`src/core/remote_rx_map.svh`:
```
// constants for the remote control pulse receiver
`ifndef REMOTE_RX_MAP_SVH
`define REMOTE_RX_MAP_SVH
`define RX_BUF_BITS 72
`define RX_IDX_W 7
`define RX_CNT_W 8
`define RX_THR_W 7
`define RX_NC_W 4
`define RX_FIFO_DEPTH 32
`define RX_FIFO_W 3
`define RX_CNT_SAT 8'hff
`define RX_CLK_HZ 20000000
`define RX_SAMPLE_HZ 32768
`endif

```
`src/core/remote_rx_pkg.sv`:
```
// types for the remote control pulse receiver
package remote_rx_pkg;
    typedef enum logic [2:0] {
        ST_IDLE = 3'b001,
        ST_WAIT = 3'b010,
        ST_DATA = 3'b100
    } rx_state_t;
    typedef enum logic [1:0] {
        PAT_SHORT = 2'h1,
        PAT_MID = 2'h2,
        PAT_LONG = 2'h3
    } pattern_t;
endpackage : remote_rx_pkg

```
`src/core/rx_fifo.sv`:
```
// parameterised fifo with a registered output stage
`timescale 1ns/1ps
module rx_fifo #(
    parameter int WIDTH = 3,
    parameter int DEPTH = 32
) (
    input wire logic clock,
    input wire logic rst,
    input wire logic clk_en,
    input wire logic in_valid,
    output logic in_ready,
    input wire logic [WIDTH-1:0] in_data,
    output logic out_valid,
    input wire logic out_ready,
    output logic [WIDTH-1:0] out_data
);
    localparam int AW = $clog2(DEPTH);
    logic [WIDTH-1:0] mem [DEPTH];
    logic [AW-1:0] wp_q;
    logic [AW-1:0] rp_q;
    logic [AW:0] cnt_q;
    logic wr;
    logic ld;

    assign in_ready = cnt_q != (AW+1)'(DEPTH);
    assign wr = in_valid && in_ready;
    // refill the output stage as soon as it is empty or being drained
    assign ld = (cnt_q != '0) && (!out_valid || out_ready);

    always_ff @(posedge clock) begin
        if (clk_en && wr) begin
            mem[wp_q] <= in_data;
        end
    end

    always_ff @(posedge clock) begin
        if (rst) begin
            wp_q <= '0;
            rp_q <= '0;
            cnt_q <= '0;
        end else if (clk_en) begin
            if (wr) begin
                wp_q <= wp_q + 1'b1;
            end
            if (ld) begin
                rp_q <= rp_q + 1'b1;
            end
            cnt_q <= cnt_q + (AW+1)'(wr) - (AW+1)'(ld);
        end
    end

    always_ff @(posedge clock) begin
        if (rst) begin
            out_valid <= 1'b0;
            out_data <= '0;
        end else if (clk_en) begin
            if (ld) begin
                out_valid <= 1'b1;
                out_data <= mem[rp_q];
            end else if (out_ready) begin
                out_valid <= 1'b0;
            end
        end
    end
endmodule : rx_fifo

```
`src/core/remote_rx.sv`:
```
// remote control pulse-width receiver: leader, bit decode and completion
// Summary of operation
// [RL1] low beyond limit after data fall flagged
// [RL2] excess low ends reception, raises interrupt
// [RL3] excess low sets low overflow flag
// [RL4] enabled receiver waits for leader first
// [RL5] software leaves config alone while receiving
// [RL6] enable low stops at once, discards data
// [RL7] leaderless: short low pulse starts data
// [RL8] leaderless reception runs to last bit
// [RL9] same decode and completion with/without leader
// [RL10] invert bit flips sampled input
// [RL11] low-only leader: max low zero (the code checks only the leader cycle then)
// [RL12] completion raises interrupt, re-arms leader wait
// [RL13] phase mode decodes phase-coded frames
// [RL14] phase intervals classed as 1T/1.5T/2T
// [RL15] two seven-bit thresholds split the patterns
// [RL16] phase bits use pattern and previous data
// [RL17] phase result stored in three buffers
// [RL18] cycle at or above threshold is one
// [RL19] no fall within max cycle completes
// [RL20] first detected completion condition ends frame
// [RL21] all widths counted in sampling clock periods
// [RL22] completion resets counters, later frame overwrites
// [RL23] measure filtered, polarity-adjusted input
`timescale 1ns/1ps
`include "remote_rx_map.svh"
module remote_rx (
    input wire logic clock,
    input wire logic rst,
    input wire logic clk_en,
    input wire logic sample_clk,
    input wire logic remote_in,
    input wire logic rx_enable,
    input wire logic leaderless_accept,
    input wire logic input_invert,
    input wire logic phase_mode_enable,
    input wire logic [`RX_CNT_W-1:0] leader_min_low,
    input wire logic [`RX_CNT_W-1:0] leader_max_low,
    input wire logic [`RX_CNT_W-1:0] leader_min_cycle,
    input wire logic [`RX_CNT_W-1:0] leader_max_cycle,
    input wire logic [`RX_CNT_W-1:0] low_width_limit,
    input wire logic [`RX_CNT_W-1:0] max_bit_cycle,
    input wire logic [`RX_THR_W-1:0] thresh_low,
    input wire logic [`RX_THR_W-1:0] thresh_high,
    input wire logic [`RX_NC_W-1:0] noise_cycles,
    input wire logic status_clear,
    input wire logic bit_word_ready,
    output logic [31:0] rx_buffer_a,
    output logic [31:0] rx_buffer_b,
    output logic [7:0] rx_buffer_c,
    output logic [`RX_IDX_W-1:0] rx_bit_count,
    output logic rx_irq,
    output logic rx_busy,
    output logic low_overflow_flag,
    output logic max_cycle_flag,
    output logic leader_flag,
    output logic overrun_flag,
    output logic bit_word_valid,
    output logic [`RX_FIFO_W-1:0] bit_word_data
);
    import remote_rx_pkg::*;

    rx_state_t state_q;
    pattern_t pat;
    logic sclk_s1_q, sclk_s2_q, sclk_s3_q;
    logic pin_s1_q, pin_s2_q;
    logic tick, raw, filt_q, filt_d, fall, rise;
    logic [`RX_NC_W-1:0] nc_q;
    logic [`RX_CNT_W-1:0] cyc_q, low_q, low_w_q;
    logic armed_q, phase_q, phase_d;
    logic [1:0] nbits;
    logic b0, b1, leader_ok, leader_hit, enter_data;
    logic max_done, low_done, done, push, fifo_ready;
    logic [`RX_IDX_W-1:0] cnt_q;
    logic [`RX_BUF_BITS-1:0] work_q;

    // two stages on every asynchronous input
    always_ff @(posedge clock) begin
        if (rst) begin
            sclk_s1_q <= 1'b0;
            sclk_s2_q <= 1'b0;
            sclk_s3_q <= 1'b0;
            pin_s1_q <= 1'b1;
            pin_s2_q <= 1'b1;
        end else if (clk_en) begin
            sclk_s1_q <= sample_clk;
            sclk_s2_q <= sclk_s1_q;
            sclk_s3_q <= sclk_s2_q;
            pin_s1_q <= remote_in;
            pin_s2_q <= pin_s1_q;
        end
    end

    assign tick = sclk_s2_q && !sclk_s3_q; // RL21
    assign raw = pin_s2_q ^ input_invert; // RL10

    // level changes only after noise_cycles agreeing samples
    always_comb begin
        filt_d = filt_q;
        if (tick && raw != filt_q && ({1'b0, nc_q} + 5'h1 >= {1'b0, noise_cycles})) begin
            filt_d = raw;
        end
    end

    always_ff @(posedge clock) begin
        if (rst) begin
            filt_q <= 1'b1;
            nc_q <= '0;
        end else if (clk_en && tick) begin
            filt_q <= filt_d;
            if (raw == filt_q || filt_d != filt_q) begin
                nc_q <= '0;
            end else if (nc_q != 4'hf) begin
                nc_q <= nc_q + 4'h1;
            end
        end
    end

    assign fall = filt_q && !filt_d; // RL23
    assign rise = !filt_q && filt_d;

    // widths in sampling periods, saturating
    always_ff @(posedge clock) begin
        if (rst) begin
            cyc_q <= '0;
            low_q <= '0;
            low_w_q <= '0;
        end else if (clk_en && tick) begin
            if (fall || state_q == ST_IDLE) begin
                cyc_q <= '0;
                low_q <= '0;
            end else begin
                if (cyc_q != `RX_CNT_SAT) begin
                    cyc_q <= cyc_q + 8'h1;
                end
                if (!filt_q && low_q != `RX_CNT_SAT) begin
                    low_q <= low_q + 8'h1;
                end
            end
            if (rise) begin
                low_w_q <= low_q;
            end
        end
    end

    always_comb begin
        if (cyc_q < {1'b0, thresh_low}) begin
            pat = PAT_SHORT; // RL15
        end else if (cyc_q < {1'b0, thresh_high}) begin
            pat = PAT_MID;
        end else begin
            pat = PAT_LONG;
        end
    end

    // phase_q high: last fall sat mid-way through a one
    always_comb begin
        nbits = 2'h1;
        b0 = 1'b0;
        b1 = 1'b0;
        phase_d = phase_q;
        if (!phase_mode_enable) begin
            b0 = cyc_q >= {1'b0, thresh_low}; // RL18
        end else if (phase_q) begin
            case (pat) // RL14 RL16
                PAT_SHORT: b0 = 1'b1;
                PAT_MID: begin
                    nbits = 2'h2;
                    phase_d = 1'b0;
                end
                PAT_LONG: begin
                    nbits = 2'h2;
                    b1 = 1'b1;
                end
                default: nbits = 2'h0;
            endcase
        end else begin
            case (pat) // RL16
                PAT_SHORT: b0 = 1'b0;
                PAT_MID: begin
                    b0 = 1'b1;
                    phase_d = 1'b1;
                end
                default: nbits = 2'h0; // 2T from a boundary cannot occur
            endcase
        end
    end

    // cycle-only leader when max low is zero: the low width check is skipped
    assign leader_ok = (leader_max_low == '0 || (low_w_q >= leader_min_low && low_w_q <= leader_max_low))
        && cyc_q >= leader_min_cycle && cyc_q <= leader_max_cycle; // RL11
    assign leader_hit = state_q == ST_WAIT && clk_en && fall && armed_q && leader_max_cycle != '0 && leader_ok;
    assign enter_data = state_q == ST_WAIT && clk_en && rx_enable && ((fall && (leader_max_cycle == '0
        || (armed_q && leader_ok))) || (rise && armed_q && leaderless_accept && low_q < leader_max_low)); // RL4 RL7

    assign max_done = state_q == ST_DATA && tick && !fall && max_bit_cycle != '0 && cyc_q >= max_bit_cycle; // RL19
    assign low_done = state_q == ST_DATA && tick && !filt_d && low_width_limit != '0
        && low_q >= low_width_limit; // RL1
    assign done = clk_en && rx_enable && (max_done || low_done); // RL20 RL9
    assign push = clk_en && rx_enable && state_q == ST_DATA && fall && !done && nbits != 2'h0;

    always_ff @(posedge clock) begin
        if (rst) begin
            state_q <= ST_IDLE;
            armed_q <= 1'b0;
        end else if (clk_en) begin
            if (!rx_enable) begin
                state_q <= ST_IDLE; // RL6
                armed_q <= 1'b0;
            end else begin
                case (state_q)
                    ST_IDLE: begin
                        state_q <= ST_WAIT;
                        armed_q <= 1'b0;
                    end
                    ST_WAIT: begin
                        if (enter_data) begin
                            state_q <= ST_DATA;
                        end else if (fall) begin
                            armed_q <= 1'b1;
                        end
                    end
                    ST_DATA: begin
                        if (done) begin
                            state_q <= ST_WAIT; // RL12 RL8
                            armed_q <= 1'b0;
                        end
                    end
                    default: state_q <= ST_IDLE;
                endcase
            end
        end
    end

    // a phase frame starts with a one: the entry fall sits mid-way through the first one
    always_ff @(posedge clock) begin
        if (rst) begin
            cnt_q <= '0;
            phase_q <= 1'b1;
        end else if (clk_en) begin
            if (enter_data) begin
                cnt_q <= phase_mode_enable ? 7'h1 : 7'h0; // RL13
                phase_q <= 1'b1;
            end else if (state_q != ST_DATA || done) begin
                cnt_q <= '0; // RL22
            end else if (push) begin
                cnt_q <= (cnt_q + 7'(nbits) > 7'(`RX_BUF_BITS)) ? 7'(`RX_BUF_BITS) : cnt_q + 7'(nbits);
                phase_q <= phase_d;
            end
        end
    end

    generate
        for (genvar i = 0; i < `RX_BUF_BITS; i++) begin : g_bit
            always_ff @(posedge clock) begin
                if (rst) begin
                    work_q[i] <= 1'b0;
                end else if (clk_en) begin
                    if (enter_data) begin
                        work_q[i] <= (i == 0) && phase_mode_enable;
                    end else if (push && cnt_q == 7'(i)) begin
                        work_q[i] <= b0;
                    end else if (push && nbits == 2'h2 && 7'(cnt_q + 7'h1) == 7'(i)) begin
                        work_q[i] <= b1;
                    end
                end
            end
        end
    endgenerate

    // results move out only on completion, so a disabled frame leaves the buffers and bit count untouched
    always_ff @(posedge clock) begin
        if (rst) begin
            rx_buffer_a <= '0;
            rx_buffer_b <= '0;
            rx_buffer_c <= '0;
            rx_bit_count <= '0;
            rx_irq <= 1'b0;
            rx_busy <= 1'b0;
        end else if (clk_en) begin
            rx_irq <= done; // RL2
            rx_busy <= rx_enable && (state_q == ST_DATA) && !done;
            if (done) begin
                rx_buffer_a <= work_q[31:0]; // RL17
                rx_buffer_b <= work_q[63:32];
                rx_buffer_c <= work_q[71:64];
                rx_bit_count <= cnt_q;
            end
        end
    end

    // sticky flags: a set in the clearing cycle wins
    always_ff @(posedge clock) begin
        if (rst) begin
            low_overflow_flag <= 1'b0;
            max_cycle_flag <= 1'b0;
            leader_flag <= 1'b0;
            overrun_flag <= 1'b0;
        end else if (clk_en) begin
            low_overflow_flag <= (done && low_done) || (low_overflow_flag && !status_clear); // RL3
            max_cycle_flag <= (done && max_done) || (max_cycle_flag && !status_clear); // RL19
            leader_flag <= (leader_hit && rx_enable) || (leader_flag && !status_clear);
            overrun_flag <= (push && !fifo_ready) || (overrun_flag && !status_clear);
        end
    end

    // decoded bits also stream out; a full fifo drops the word and flags it
    rx_fifo #(
        .WIDTH(`RX_FIFO_W),
        .DEPTH(`RX_FIFO_DEPTH)
    ) u_fifo (
        .clock(clock),
        .rst(rst),
        .clk_en(clk_en),
        .in_valid(push),
        .in_ready(fifo_ready),
        .in_data({nbits == 2'h2, b1, b0}),
        .out_valid(bit_word_valid),
        .out_ready(bit_word_ready),
        .out_data(bit_word_data)
    );
endmodule : remote_rx

```
`config.mk`:
```
export PLATFORM = sky130hd
export DESIGN_NAME = remote_rx
export DESIGN_NICKNAME = d
export VERILOG_FILES = /design/src/core/remote_rx_pkg.sv /design/src/core/rx_fifo.sv /design/src/core/remote_rx.sv
export VERILOG_INCLUDE_DIRS = /design/src /design/src/core
export SDC_FILE = /design/constraint.sdc
export NUM_CORES = 1
export LEC_CHECK = 0
export BUFFER_PORTS_ARGS = -buffer_cell sky130_fd_sc_hd__buf_2
export CAP_MARGIN = 20
export CORE_MARGIN = 2
export CORE_UTILIZATION = 40
export CTS_BUF_LIST = sky130_fd_sc_hd__clkbuf_8
export DETAILED_ROUTE_END_ITERATION = 10
export GPL_TIMING_DRIVEN = 0
export PLACE_DENSITY = 0.55
export SLEW_MARGIN = 20
export SYNTH_ARGS = -nofsm -noshare
export SYNTH_HDL_FRONTEND = slang
export SYNTH_SLANG_ARGS = --single-unit
```
`constraint.sdc`:
```
create_clock -name clock -period 11.3 [get_ports clock]
set_input_delay 3.39 -clock clock [delete_from_list [all_inputs] [get_ports clock]]
set_output_delay 3.39 -clock clock [all_outputs]
set_load 0.01 [all_outputs]
```
==> results of run 1 <==
[cell usage after synthesis, drive strengths merged, types with 23 or more instances]
cell type,n,area share
nand2,295,0.065
dfxtp,223,0.26
a21oi,190,0.056
nor2,170,0.038
edfxtp,96,0.17
ha,93,0.069
clkbuf,92,0.020
inv,87,0.019
o21ai,76,0.022
a22oi,49,0.022
nand4,42,0.016
buf,40,0.013
nor3,36,0.012
a31oi,33,0.012
nand3,33,0.0098
mux4,30,0.040
nand3b,27,0.012
mux2i,23,0.014
[critical path, cell delays in order]
cell	delay, ns
buf_2	0.07
inv_1	0.04
ha_1	0.30
a21oi_1	0.12
o21ai_0	0.12
a21oi_1	0.22
nand2_1	0.13
inv_1	0.07
ha_1	0.23
nand4b_1	0.13
or3_1	0.32
a211oi_1	0.30
nor2_1	0.16
o2bb2ai_1	0.17
a31oi_2	0.57
clkbuf_1	0.64
clkbuf_1	0.57
nor2_1	0.11
[worst max path at each step]
stage	endpoint	slack, ns	cells after the start
4_1_cts	work_q[29]	3.92	18
3_5_place_dp	work_q[29]	3.27	18
6_report	work_q[29]	4.09	18
3_3_place_gp	work_q[3]	3.26	18
2_1_floorplan	u_fifo.cnt_q[4]	4.39	20
5_1_grt	u_fifo.cnt_q[4]	3.82	21
[cells in the final DEF (no fill, tap or decap), types with 7 or more instances in the layout]
master	count
o21ai_0	73
or3_1	11
buf_2	189
nor3_2	8
inv_1	107
mux2i_1	23
nand2_1	295
and2_1	7
nor3_1	28
nand4_1	42
nor2b_1	18
nand3_1	33
xnor2_1	9
and3_1	18
clkbuf_8	64
a221oi_1	14
o32ai_1	7
ha_1	93
clkbuf_1	92
o31ai_1	8
nor4_1	20
a211oi_1	15
mux4_2	30
xor2_1	22
a31oi_1	32
nand2b_1	16
nor2_1	170
dfxtp_1	223
edfxtp_1	96
a21oi_1	190
buf_1	11
nand3b_1	27
a21o_1	9
a22oi_1	49
[routing by layer]
layer	wire length, µm	GRT usage	vias up
li1	-	-	7375
met1	25500	0.351	7356
met2	25100	0.408	550
met3	4390	0.0551	124
met4	2120	0.107	0
met5	0	0	-
[per-stage QoR]
step | hold WS (ns) | util | cells | setup WS (ns) | power [W]
floorplan | 0.431 | - | 1907 | 4.39 | 0.00144
global placement | 0.435 | 0.440 | 2611 | 3.26 | 0.00152
detailed placement | 0.444 | 0.442 | 2616 | 3.27 | 0.00153
CTS | 0.448 | 0.469 | 2715 | 3.92 | 0.00262
global route | 0.464 | 0.469 | 2715 | 3.82 | 0.00270
finish | 0.447 | 0.469 | 2715 | 4.09 | 0.00260
[power groups by stage]
stage	registers (W)	logic, W	clock network, W
after floorplan	0.00123	0.000214	0
after detailed placement	0.00123	0.000300	0
after global placement	0.00123	0.000294	0
after CTS	0.00120	0.000302	0.00112
after global routing	0.00121	0.000334	0.00116
final	0.00120	0.000297	0.00110
[area by class of cell]
cell class	count	area, µm²
tap	539	674
timing repair buffer	170	876
buffer	132	559
multi-input combinational	1367	8710
clock buffer	64	881
sequential	319	7350
clock inverter	35	259
inverter	89	334
fill	4149	22200
[sequential cells by signal (all words and copies together), names as in the netlist, 8 cells and up]
register	cells
u_fifo.mem	96
work_q	72
rx_buffer_a	32
rx_buffer_b	32
cyc_q	8
low_q	8
low_w_q	8
rx_buffer_c	8
[logic make-up (layout without fill, tap and decap cells)]
| logic type | after synthesis | count (layout) |
|---|---|---|
| xor gates and xnor gates | 31 | 31 |
| muxes | 53 | 53 |
| adders and majority gates | 95 | 95 |
| buffers and inverters | 221 | 490 |
| and+or+nand+nor | 716 | 716 |
| DFF | 319 | 319 |
| AOI/OAI and AO/OA | 472 | 472 |
==> run_results.csv, run 1 <==
group,metric,value,unit
die,die_h,210,µm
clock_network,htree_levels,2,
clock_network,path_clk_slew,0.06,ns
grt,grtUsageTotal,0.260,
clock_network,cts_tree,"yes",
synthesis,synth_xor_area_frac,0.0161,
routing,wl_per_cell,21.0,µm
critical_path,critPathKind,"primary input to flop",
routing,drtAntennaViolNets,0,
clock_network,cts_setup_buffers,0,
timing,tightest_slew,1.13,ns
synthesis,synth-seq-cells,319,
place,dpl-instance-area,0.0185,mm²
routing,routed_via_density,5.67,
timing,fin_crit_sh,0.638,
synthesis,synth_ff_type,"dfxtp_1",
clock_network,cts_max_path_buffers,3,
synthesis,synth_edf_count,96,
run_status,status,"completed",
critical_path,crit_arrival,7.72,ns
synthesis,yosysSeqAreaShare,0.435,
power,power_switching_share,0.265,
synthesis,syn_nets,2079,
finish,nets,2306,
routing,finalWirelength,57100,µm
timing,hold_violations,0,
synthesis,syn_area_per_cell,8.87,µm²
die,ios,166,
critical_path,path_max_fanout,10,
place,post-dp-hpwl,42400,µm
finish,layout-drive-gt1-share,0.153,
timing,relSlewSlack,0.242,
synthesis,synth_top_family_by_area,"simple AND/OR/NAND/NOR gates",
die,num_rows,75,
grt,grt_pass1_wl,87900,µm
synthesis,synthAdderAreaFrac,0.0712,
worst_hold_path,min_to,"rx_buffer_a[21]",
power,power_switching,0.000688,W
power,power.density,132,mW/mm²
timing,setup_tns,0,ns
power,p_leak,7.57,nW
power,vdd_drop_max,0.0939,mV
routing,drt_iter0_markers,1352,
clock_network,cts_resized,0,
critical_path,endpoint_kind,"flop",
synthesis,synthArstFlopShare,0,
timing,max_freq,139,MHz
worst_hold_path,hp-class,"flop to flop",
finish,antenna_cells,0,
critical_path,r2r_end,"work_q[29]",
clock_network,cts_sinks,319,
timing,rsz0062_at_grt,"false",
clock_network,numCtsBuffers,55,
synthesis,ys.warnings.count,0,
critical_path,rr_worst_depth,18,
grt,grt_max_degree,38,
critical_path,reg2reg_from,"nc_q[0]",
routing,dr_total_vias,15400,
timing,min_period,7.21,ns
power,power_frac_comb,0.114,
clock_network,cts-root-buf,"clkbuf_8",
grt,grt_overflow,0,
critical_path,r2r_slack,6.11,ns
die,start_util,0.404,
finish,syn2layout_area_growth,16.2,%
synthesis,synth_compound_area_frac,0.176,
worst_hold_path,hp-start,"rx_buffer_a[21]",
synthesis,synthMuxAreaShare,0.0536,
finish,postLayoutCellArea,0.0196,mm²
critical_path,crit_required,11.81,ns
grt,grt_pass1_vias,15200,
worst_hold_path,min_path_cells,2,
timing,setup_viol,0,
synthesis,syn_area,0.0169,mm²
run,maxCapViolations,0,
timing,skew,0.0409,ns
synthesis,synth_cells,1907,
die,die_area,0.0439,mm²
power,p_int,0.00191,W
critical_path,critical_path.startpoint,"noise_cycles[2]",
synthesis,synth-simple-area-share,0.196,
critical_path,cp-start-kind,"primary input",
place,place.gp.congestion,0.952,
synthesis,synth.distinct_cells,79,
die,die_w,210,µm
die,core-area,0.0419,mm²
place,portBuffers,165,
power,clockPowerShare,0.423,
routing,drcViolationCount,0,
clock_network,holdBufCountCts,0,
grt,antenna_found_initial,2,
routing,firstDrtPassIters,6,
timing,drv_slew,0,
power,p_seq_frac,0.463,
clock_network,clk_latency,0.68,ns
Note: power is estimated with default switching activity, not from simulation.
==> run 2, diff against run 1 <==
--- a/config.mk
+++ b/config.mk
@@ -13,7 +13,7 @@
 export CTS_BUF_LIST = sky130_fd_sc_hd__clkbuf_8
 export DETAILED_ROUTE_END_ITERATION = 10
 export GPL_TIMING_DRIVEN = 0
-export PLACE_DENSITY = 0.55
+export PLACE_DENSITY = 0.57
 export SLEW_MARGIN = 20
 export SYNTH_ARGS = -nofsm -noshare
 export SYNTH_HDL_FRONTEND = slang
==> constraint.sdc (replaced) <==
create_clock -name clock -period 6.5 [get_ports clock]
set_input_delay 1.95 -clock clock [delete_from_list [all_inputs] [get_ports clock]]
set_output_delay 1.95 -clock clock [all_outputs]
set_load 0.01 [all_outputs]
==> run 2 against run 1 <==
Against the previous run:
- cell count up 0.11%
- clock skew up 0.00090 ns
- first-iteration DRC count up 4.4%
- die area unchanged
- global-route usage down 0.35 points
- via count up 0.61%
- setup slack worse by 3.6 ns
- final area up 0.38%
- critical path depth unchanged
- power up 76%
- critical path type unchanged
- largest cell class unchanged
==> run_results.csv, run 2 (same netlist as run 1, synthesis figures left out) <==
group,metric,value,unit
finish,final_cell_mix,"295 x nand2_1, 223 x dfxtp_1, 190 x a21oi_1, 190 x buf_2, 169 x nor2_1",
die,die_h,210,µm
worst_hold_path,min_to,"rx_buffer_a[2]",
critical_path,r2r_end,"work_q[4]",
finish,multi_input_area,0.00871,mm²
critical_path,path_max_fanout,10,
critical_path,crit_arrival,6.43,ns
power,p_leak,7.59,nW
place,dp_slack,-0.0860,ns
clock_network,cts_setup_buffers,0,
finish,layout-drive-gt1-share,0.157,
place,place.gp.congestion,0.968,
critical_path,endpoint_kind,"flop",
clock_network,cts_resized,0,
routing,drcViolationCount,0,
routing,dr_total_vias,15500,
finish,final_common_cell,"nand2_1",
timing,setup_viol,0,
place,dp.cells,2618,
routing,finalWirelength,56900,µm
timing,postLayoutSetupSlackWorst,0.534,ns
place,post-dp-hpwl,42400,µm
finish,top_regs,"u_fifo.mem: 96 flops, work_q: 72 flops",
routing,firstDrtPassIters,5,
grt,grt_pass1_vias,15000,
die,core-area,0.0419,mm²
routing,wl_per_cell,20.9,µm
clock_network,cts_sinks,319,
routing,drt_iter0_markers,1411,
timing,relSlewSlack,0.195,
critical_path,cp-start-kind,"primary input",
finish,fillers,4054,
timing,max_freq,168,MHz
critical_path,critPathKind,"primary input to flop",
worst_hold_path,hp-class,"flop to flop",
die,die_area,0.0439,mm²
critical_path,reg2reg_from,"nc_q[0]",
finish,largest_reg_flops,96,
timing,tightest_slew,1.20,ns
timing,setup_tns,0,ns
run_status,status,"completed",
finish,fin_cells,2718,
routing,drtAntennaViolNets,0,
clock_network,cts_max_path_buffers,3,
timing,skew,0.0418,ns
run,maxCapViolations,0,
clock_network,clk_latency,0.65,ns
die,num_rows,75,
power,vdd_drop_max,0.142,mV
timing,min_period,5.97,ns
timing,rsz0062_at_grt,"false",
routing,routed_via_density,5.70,
timing,fin_crit_sh,0.918,
timing,hold_violations,0,
die,die_w,210,µm
power,power.density,232,mW/mm²
clock_network,cts-root-buf,"clkbuf_8",
clock_network,holdBufCountCts,0,
clock_network,numCtsBuffers,55,
finish,nets,2308,
grt,grt_overflow,0,
grt,grt_pass1_wl,87800,µm
finish,syn2layout_area_growth,16.6,%
die,ios,166,
grt,grt_max_degree,38,
worst_hold_path,min_path_cells,2,
clock_network,cts_tree,"yes",
critical_path,critical_path.startpoint,"noise_cycles[2]",
worst_hold_path,hp-start,"work_q[2]",
die,start_util,0.404,
critical_path,rr_worst_depth,18,
critical_path,r2r_slack,1.13,ns
critical_path,crit_required,6.96,ns
clock_network,htree_levels,2,
grt,antenna_found_initial,0,
clock_network,path_clk_slew,0.06,ns
place,portBuffers,165,
grt,grtUsageTotal,0.257,
finish,largest_register,"u_fifo.mem",
timing,drv_slew,0,
finish,regArea,0.00735,mm²
## run 2: cell count changes in the layout (fill, tap and decap cells not counted), sizes merged
cell,delta
clkinvlp,-1
clkbuf,+9
diode,+1
buf,+2
clkinv,-2
inv,-5
bufinv,-1
## run 2: worst max-delay path, cell delays in order
cell       delay (ns)
buf_2            0.07
inv_1            0.03
ha_1             0.28
nand2_1          0.04
o21ai_0          0.30
o41a_1           0.23
nand2_1          0.09
inv_1            0.07
ha_1             0.24
nand4b_1         0.14
or3_1            0.34
a211oi_1         0.35
nor2_1           0.16
o2bb2ai_1        0.17
a31oi_2          0.61
clkbuf_1         0.65
clkbuf_1         0.60
a21oi_1          0.09
## run 2: final cells by class
| cell class | count | area share |
|---|---|---|
| flip-flops and latches | 319 | 0.373 |
| multi-input cells | 1367 | 0.442 |
| diodes | 1 | 0.000127 |
| clock inverters | 26 | 0.0100 |
| well taps | 539 | 0.0342 |
| inverters | 89 | 0.0169 |
| clock buffers | 73 | 0.0510 |
| repair buffers | 172 | 0.0451 |
| plain buffers | 132 | 0.0284 |
## run 2: worst max-delay path by stage
stage / endpoint / slack (ns)
2_1_floorplan: u_fifo.cnt_q[4] / 1.03
3_3_place_gp: cnt_q[6] / -0.29
3_5_place_dp: work_q[31] / -0.09
4_1_cts: work_q[2] / 0.55
5_1_grt: work_q[2] / 0.25
6_report: work_q[4] / 0.53
## run 2: power breakdown
part           internal, W  switching (W)  total [W]
clock network      0.00109       0.000875    0.00197
logic             0.000224       0.000296   0.000519
registers          0.00207      0.0000210    0.00209
## run 2: routing by layer
metal | vias up | track usage | share of wire
li1 | 7355 | - | -
met1 | 7418 | 0.353 | 0.45
met2 | 613 | 0.407 | 0.45
met3 | 113 | 0.0479 | 0.073
met4 | 0 | 0.0880 | 0.031
met5 | - | 0 | 0
## run 2: through the flow
step / utilization / power, W / hold WS, ns / instance area, µm²
3_3_place_gp: 0.440 / 0.00264 / 0.437 / 18400
5_1_grt: 0.471 / 0.00477 / 0.460 / 19700
2_1_floorplan: - / 0.00250 / 0.431 / 16900
6_report: 0.471 / 0.00458 / 0.428 / 19700
3_5_place_dp: 0.442 / 0.00266 / 0.442 / 18500
4_1_cts: 0.471 / 0.00462 / 0.418 / 19700
==> run 3, diff against run 2 <==
--- a/config.mk
+++ b/config.mk
@@ -7,14 +7,15 @@
 export NUM_CORES = 1
 export LEC_CHECK = 0
 export BUFFER_PORTS_ARGS = -buffer_cell sky130_fd_sc_hd__buf_2
-export CAP_MARGIN = 20
+export CAP_MARGIN = 30
 export CORE_MARGIN = 2
 export CORE_UTILIZATION = 40
 export CTS_BUF_LIST = sky130_fd_sc_hd__clkbuf_8
 export DETAILED_ROUTE_END_ITERATION = 10
 export GPL_TIMING_DRIVEN = 0
-export PLACE_DENSITY = 0.57
+export PLACE_DENSITY = 0.55
 export SLEW_MARGIN = 20
 export SYNTH_ARGS = -nofsm -noshare
 export SYNTH_HDL_FRONTEND = slang
+export SYNTH_HIERARCHICAL = 1
 export SYNTH_SLANG_ARGS = --single-unit
==> constraint.sdc (replaced) <==
create_clock -name clock -period 6 [get_ports clock]
set_input_delay 1.8 -clock clock [delete_from_list [all_inputs] [get_ports clock]]
set_output_delay 1.8 -clock clock [all_outputs]
set_load 0.01 [all_outputs]
==> run 3 against run 2 <==
Against the previous run:
- final area decreased by 0.53%
- setup slack got worse by 0.30 ns
- register-to-register slack got worse by 0.41 ns
- via count is 4.6% lower
- clock-buffer cell count fell by 5
- cell count fell by 2.6%
- critical path type unchanged
- sequential share of layout area grew 0.20 points
- largest power group unchanged
- wire length decreased by 8.7%
- synthesized cell count down 3.6%
==> run_results.csv, run 3 <==
group,metric,value,unit
place,place.gp.congestion,0.938,
critical_path,r2r_end,"u_fifo/cnt_q[4]",
timing,min_period,5.77,ns
place,dp_slack,-1.00,ns
synthesis,yosysMostFrequentCell,"nand2_1",
critical_path,max_stage_delay,0.42,ns
grt,grt_pass1_vias,14700,
critical_path,crit_family,"adder cells",
place,portBuffers,164,
timing,max_freq,173,MHz
grt,grtUsageTotal,0.236,
die,num_rows,75,
synthesis,synth_top_area_frac,0.265,
synthesis,synth-seq-cells,319,
clock_network,cts_tree,"yes",
synthesis,syn_area,0.0169,mm²
synthesis,syn_area_per_cell,9.18,µm²
clock_network,cts_sinks,319,
worst_hold_path,hp-class,"flop to flop",
routing,firstDrtPassIters,9,
critical_path,cp-start-kind,"primary input",
finish,largest_reg_flops,96,
power,p_leak,7.70,nW
clock_network,cts-root-buf,"clkbuf_8",
routing,routed_via_density,5.58,
routing,dr_total_vias,14800,
grt,grt_overflow,0,
timing,rsz0062_at_grt,"false",
clock_network,holdBufCountCts,0,
timing,hold_violations,0,
critical_path,path_max_fanout,12,
finish,layout-drive-gt1-share,0.162,
synthesis,syn_nets,2010,
finish,antenna_cells,0,
synthesis,ys_top_cells_by_area,"dfxtp_1 26%, edfxtp_1 17%, nand2_1 7.1%, ha_1 6.9%, a21oi_1 5.2%",
die,die_w,209,µm
timing,postLayoutSetupSlackWorst,0.233,ns
critical_path,crit_chain,"buf_2 -> inv_1 -> ha_1 -> a21oi_1 -> o21ai_1 -> o41ai_4 -> or2_2 -> ha_1 -> nand4_1 -> buf_4 -> a21oi_2 -> nand2_1 -> clkinvlp_4 -> nand2_1 -> ha_1 -> inv_1 -> ha_1 -> inv_1 -> fa_1 -> nand2b_1 -> a21oi_1 -> or3_1 -> nand3_1 -> a21oi_1",
routing,finalWirelength,52000,µm
routing,wl_per_cell,19.6,µm
synthesis,synth.distinct_cells,96,
power,power.density,251,mW/mm²
synthesis,synth_ff_type,"dfxtp_1",
routing,drtAntennaViolNets,0,
critical_path,critical_path.startpoint,"noise_cycles[2]",
critical_path,crit_slowest_cell,"o41ai_4",
finish,final_util,0.470,
worst_hold_path,min_path_cells,2,
worst_hold_path,min_to,"rx_buffer_b[24]",
critical_path,crit_arrival,6.34,ns
critical_path,r2r_slack,0.72,ns
die,ios,166,
die,die_h,209,µm
timing,setup_viol,0,
critical_path,worst-path-buf-inv,6,
grt,antenna_found_initial,0,
die,start_util,0.404,
critical_path,rr_worst_depth,24,
synthesis,synth_edf_count,96,
critical_path,crit_required,6.57,ns
clock_network,numCtsBuffers,55,
finish,top_regs,"u_fifo/mem: 96 flops, work_q: 72 flops",
critical_path,reg2reg_from,"nc_q[0]",
worst_hold_path,hp-start,"rx_buffer_b[24]",
die,core-area,0.0418,mm²
critical_path,endpoint_kind,"flop",
power,vdd_drop_max,0.156,mV
clock_network,path_clk_slew,0.06,ns
run,maxCapViolations,0,
critical_path,critPathKind,"primary input to flop",
timing,fin_crit_sh,0.961,
clock_network,htree_levels,2,
timing,tightest_slew,0.988,ns
routing,drt_iter0_markers,1018,
critical_path,crit_path_frequent_cell,"ha_1",
finish,syn2layout_area_growth,16.2,%
finish,final_cell_mix,"318 x nand2_1, 223 x dfxtp_1, 193 x buf_2",
finish,nets,2236,
place,post-dp-hpwl,38500,µm
timing,drv_slew,0,
grt,grt_pass1_wl,81200,µm
timing,skew,0.0493,ns
timing,setup_tns,0,ns
synthesis,yosysSeqAreaShare,0.435,
synthesis,synthArstFlopShare,0,
synthesis,synth_cells,1838,
synthesis,synth_commonest_cells,"318 x nand2_1, 223 x dfxtp_1, 177 x a21oi_1",
timing,relSlewSlack,0.339,
die,die_area,0.0438,mm²
finish,final_common_cell,"nand2_1",
run_status,status,"completed",
synthesis,ys.warnings.count,6,
finish,largest_register,"u_fifo/mem",
clock_network,cts_max_path_buffers,3,
clock_network,clk_latency,0.67,ns
grt,grt_max_degree,33,
synthesis,yosys.area.top_type,"dfxtp_1",
power,totalPowerFinal,0.00493,W
routing,drcViolationCount,0,
## run 3: cell types whose count changed after synthesis, sizes merged, moves of 17 or more
cell / delta
nor2: -39
o21ai: -34
mux2i: +30
nand2: +23
a31oi: -26
nand3b: -19
a22oi: -47
o22ai: +17
## run 3: worst reg2reg max path, cell delays in order, from the launching register on
cell and delay (ns):
dfxtp_1 0.40, ha_1 0.25, xor2_1 0.18, ha_1 0.26, a21oi_1 0.13, o21ai_1 0.16, o41ai_4 0.42, or2_2 0.21
ha_1 0.35, nand4_1 0.13, buf_4 0.19, a21oi_2 0.25, nand2_1 0.16, clkinvlp_4 0.30, nand2_1 0.11, ha_1 0.28
inv_1 0.06, ha_1 0.16, inv_1 0.06, fa_1 0.42, nand2b_1 0.17, a21oi_1 0.18, or3_1 0.13, nand3_1 0.08
a21oi_1 0.18
## run 3: logic make-up after synthesis
group | share of synthesized area
DFF | 0.435
xor gates and xnor gates | 0.0145
adders and majority gates | 0.0713
muxes | 0.0695
buffers and inverters | 0.0556
and+or+nand+nor | 0.184
AOI/OAI and AO/OA | 0.169
## run 3: area by class of cell
cell class | instances | area, µm²
clock buffers | 68 | 936
inverters | 92 | 349
repair buffers | 170 | 896
multi-input cells | 1305 | 8600
clock inverters | 34 | 211
well taps | 539 | 674
plain buffers | 121 | 592
flip-flops and latches | 319 | 7350
fillers | 4069 | 22100
## run 3: per-layer routing
| metal | wire [µm] | GRT usage |
|---|---|---|
| met5 | 0 | 0 |
| met4 | 1360 | 0.0778 |
| met3 | 2840 | 0.0398 |
| met2 | 24400 | 0.394 |
| met1 | 23300 | 0.311 |
## run 3: stage by stage
step / instance area, µm² / hold WS, ns / std cells
finish: 19600 / 0.448 / 2648
global route: 19600 / 0.466 / 2648
CTS: 19600 / 0.452 / 2645
detailed placement: 18400 / 0.441 / 2544
global placement: 18400 / 0.438 / 2541
floorplan: 16900 / 0.432 / 1838
## run 3: how the worst max path moves through the flow
stage                                  to  cells after the start
after floorplan           u_fifo/cnt_q[4]                     23
after global placement    u_fifo/cnt_q[4]                     24
after detailed placement  u_fifo/cnt_q[4]                     24
after CTS                 u_fifo/cnt_q[4]                     23
after global routing      u_fifo/cnt_q[4]                     24
final                     u_fifo/cnt_q[4]                     24
## run 3: power breakdown
| part | switching (W) | total (W) | internal (W) |
|---|---|---|---|
| combinational | 0.000340 | 0.000614 | 0.000274 |
| sequential | 0.0000286 | 0.00227 | 0.00224 |
| clock | 0.000927 | 0.00204 | 0.00111 |
| total | 0.00130 | 0.00493 | 0.00363 |
## run 3: repair_timing
action / 4_1_cts / 5_1_grt
gates resized for setup: 1 / 1
hold endpoints to repair: 0 / 0
endpoints found under the setup margin: 31 / 3
pin swaps: 0 / 1
setup buffers: 0 / 2
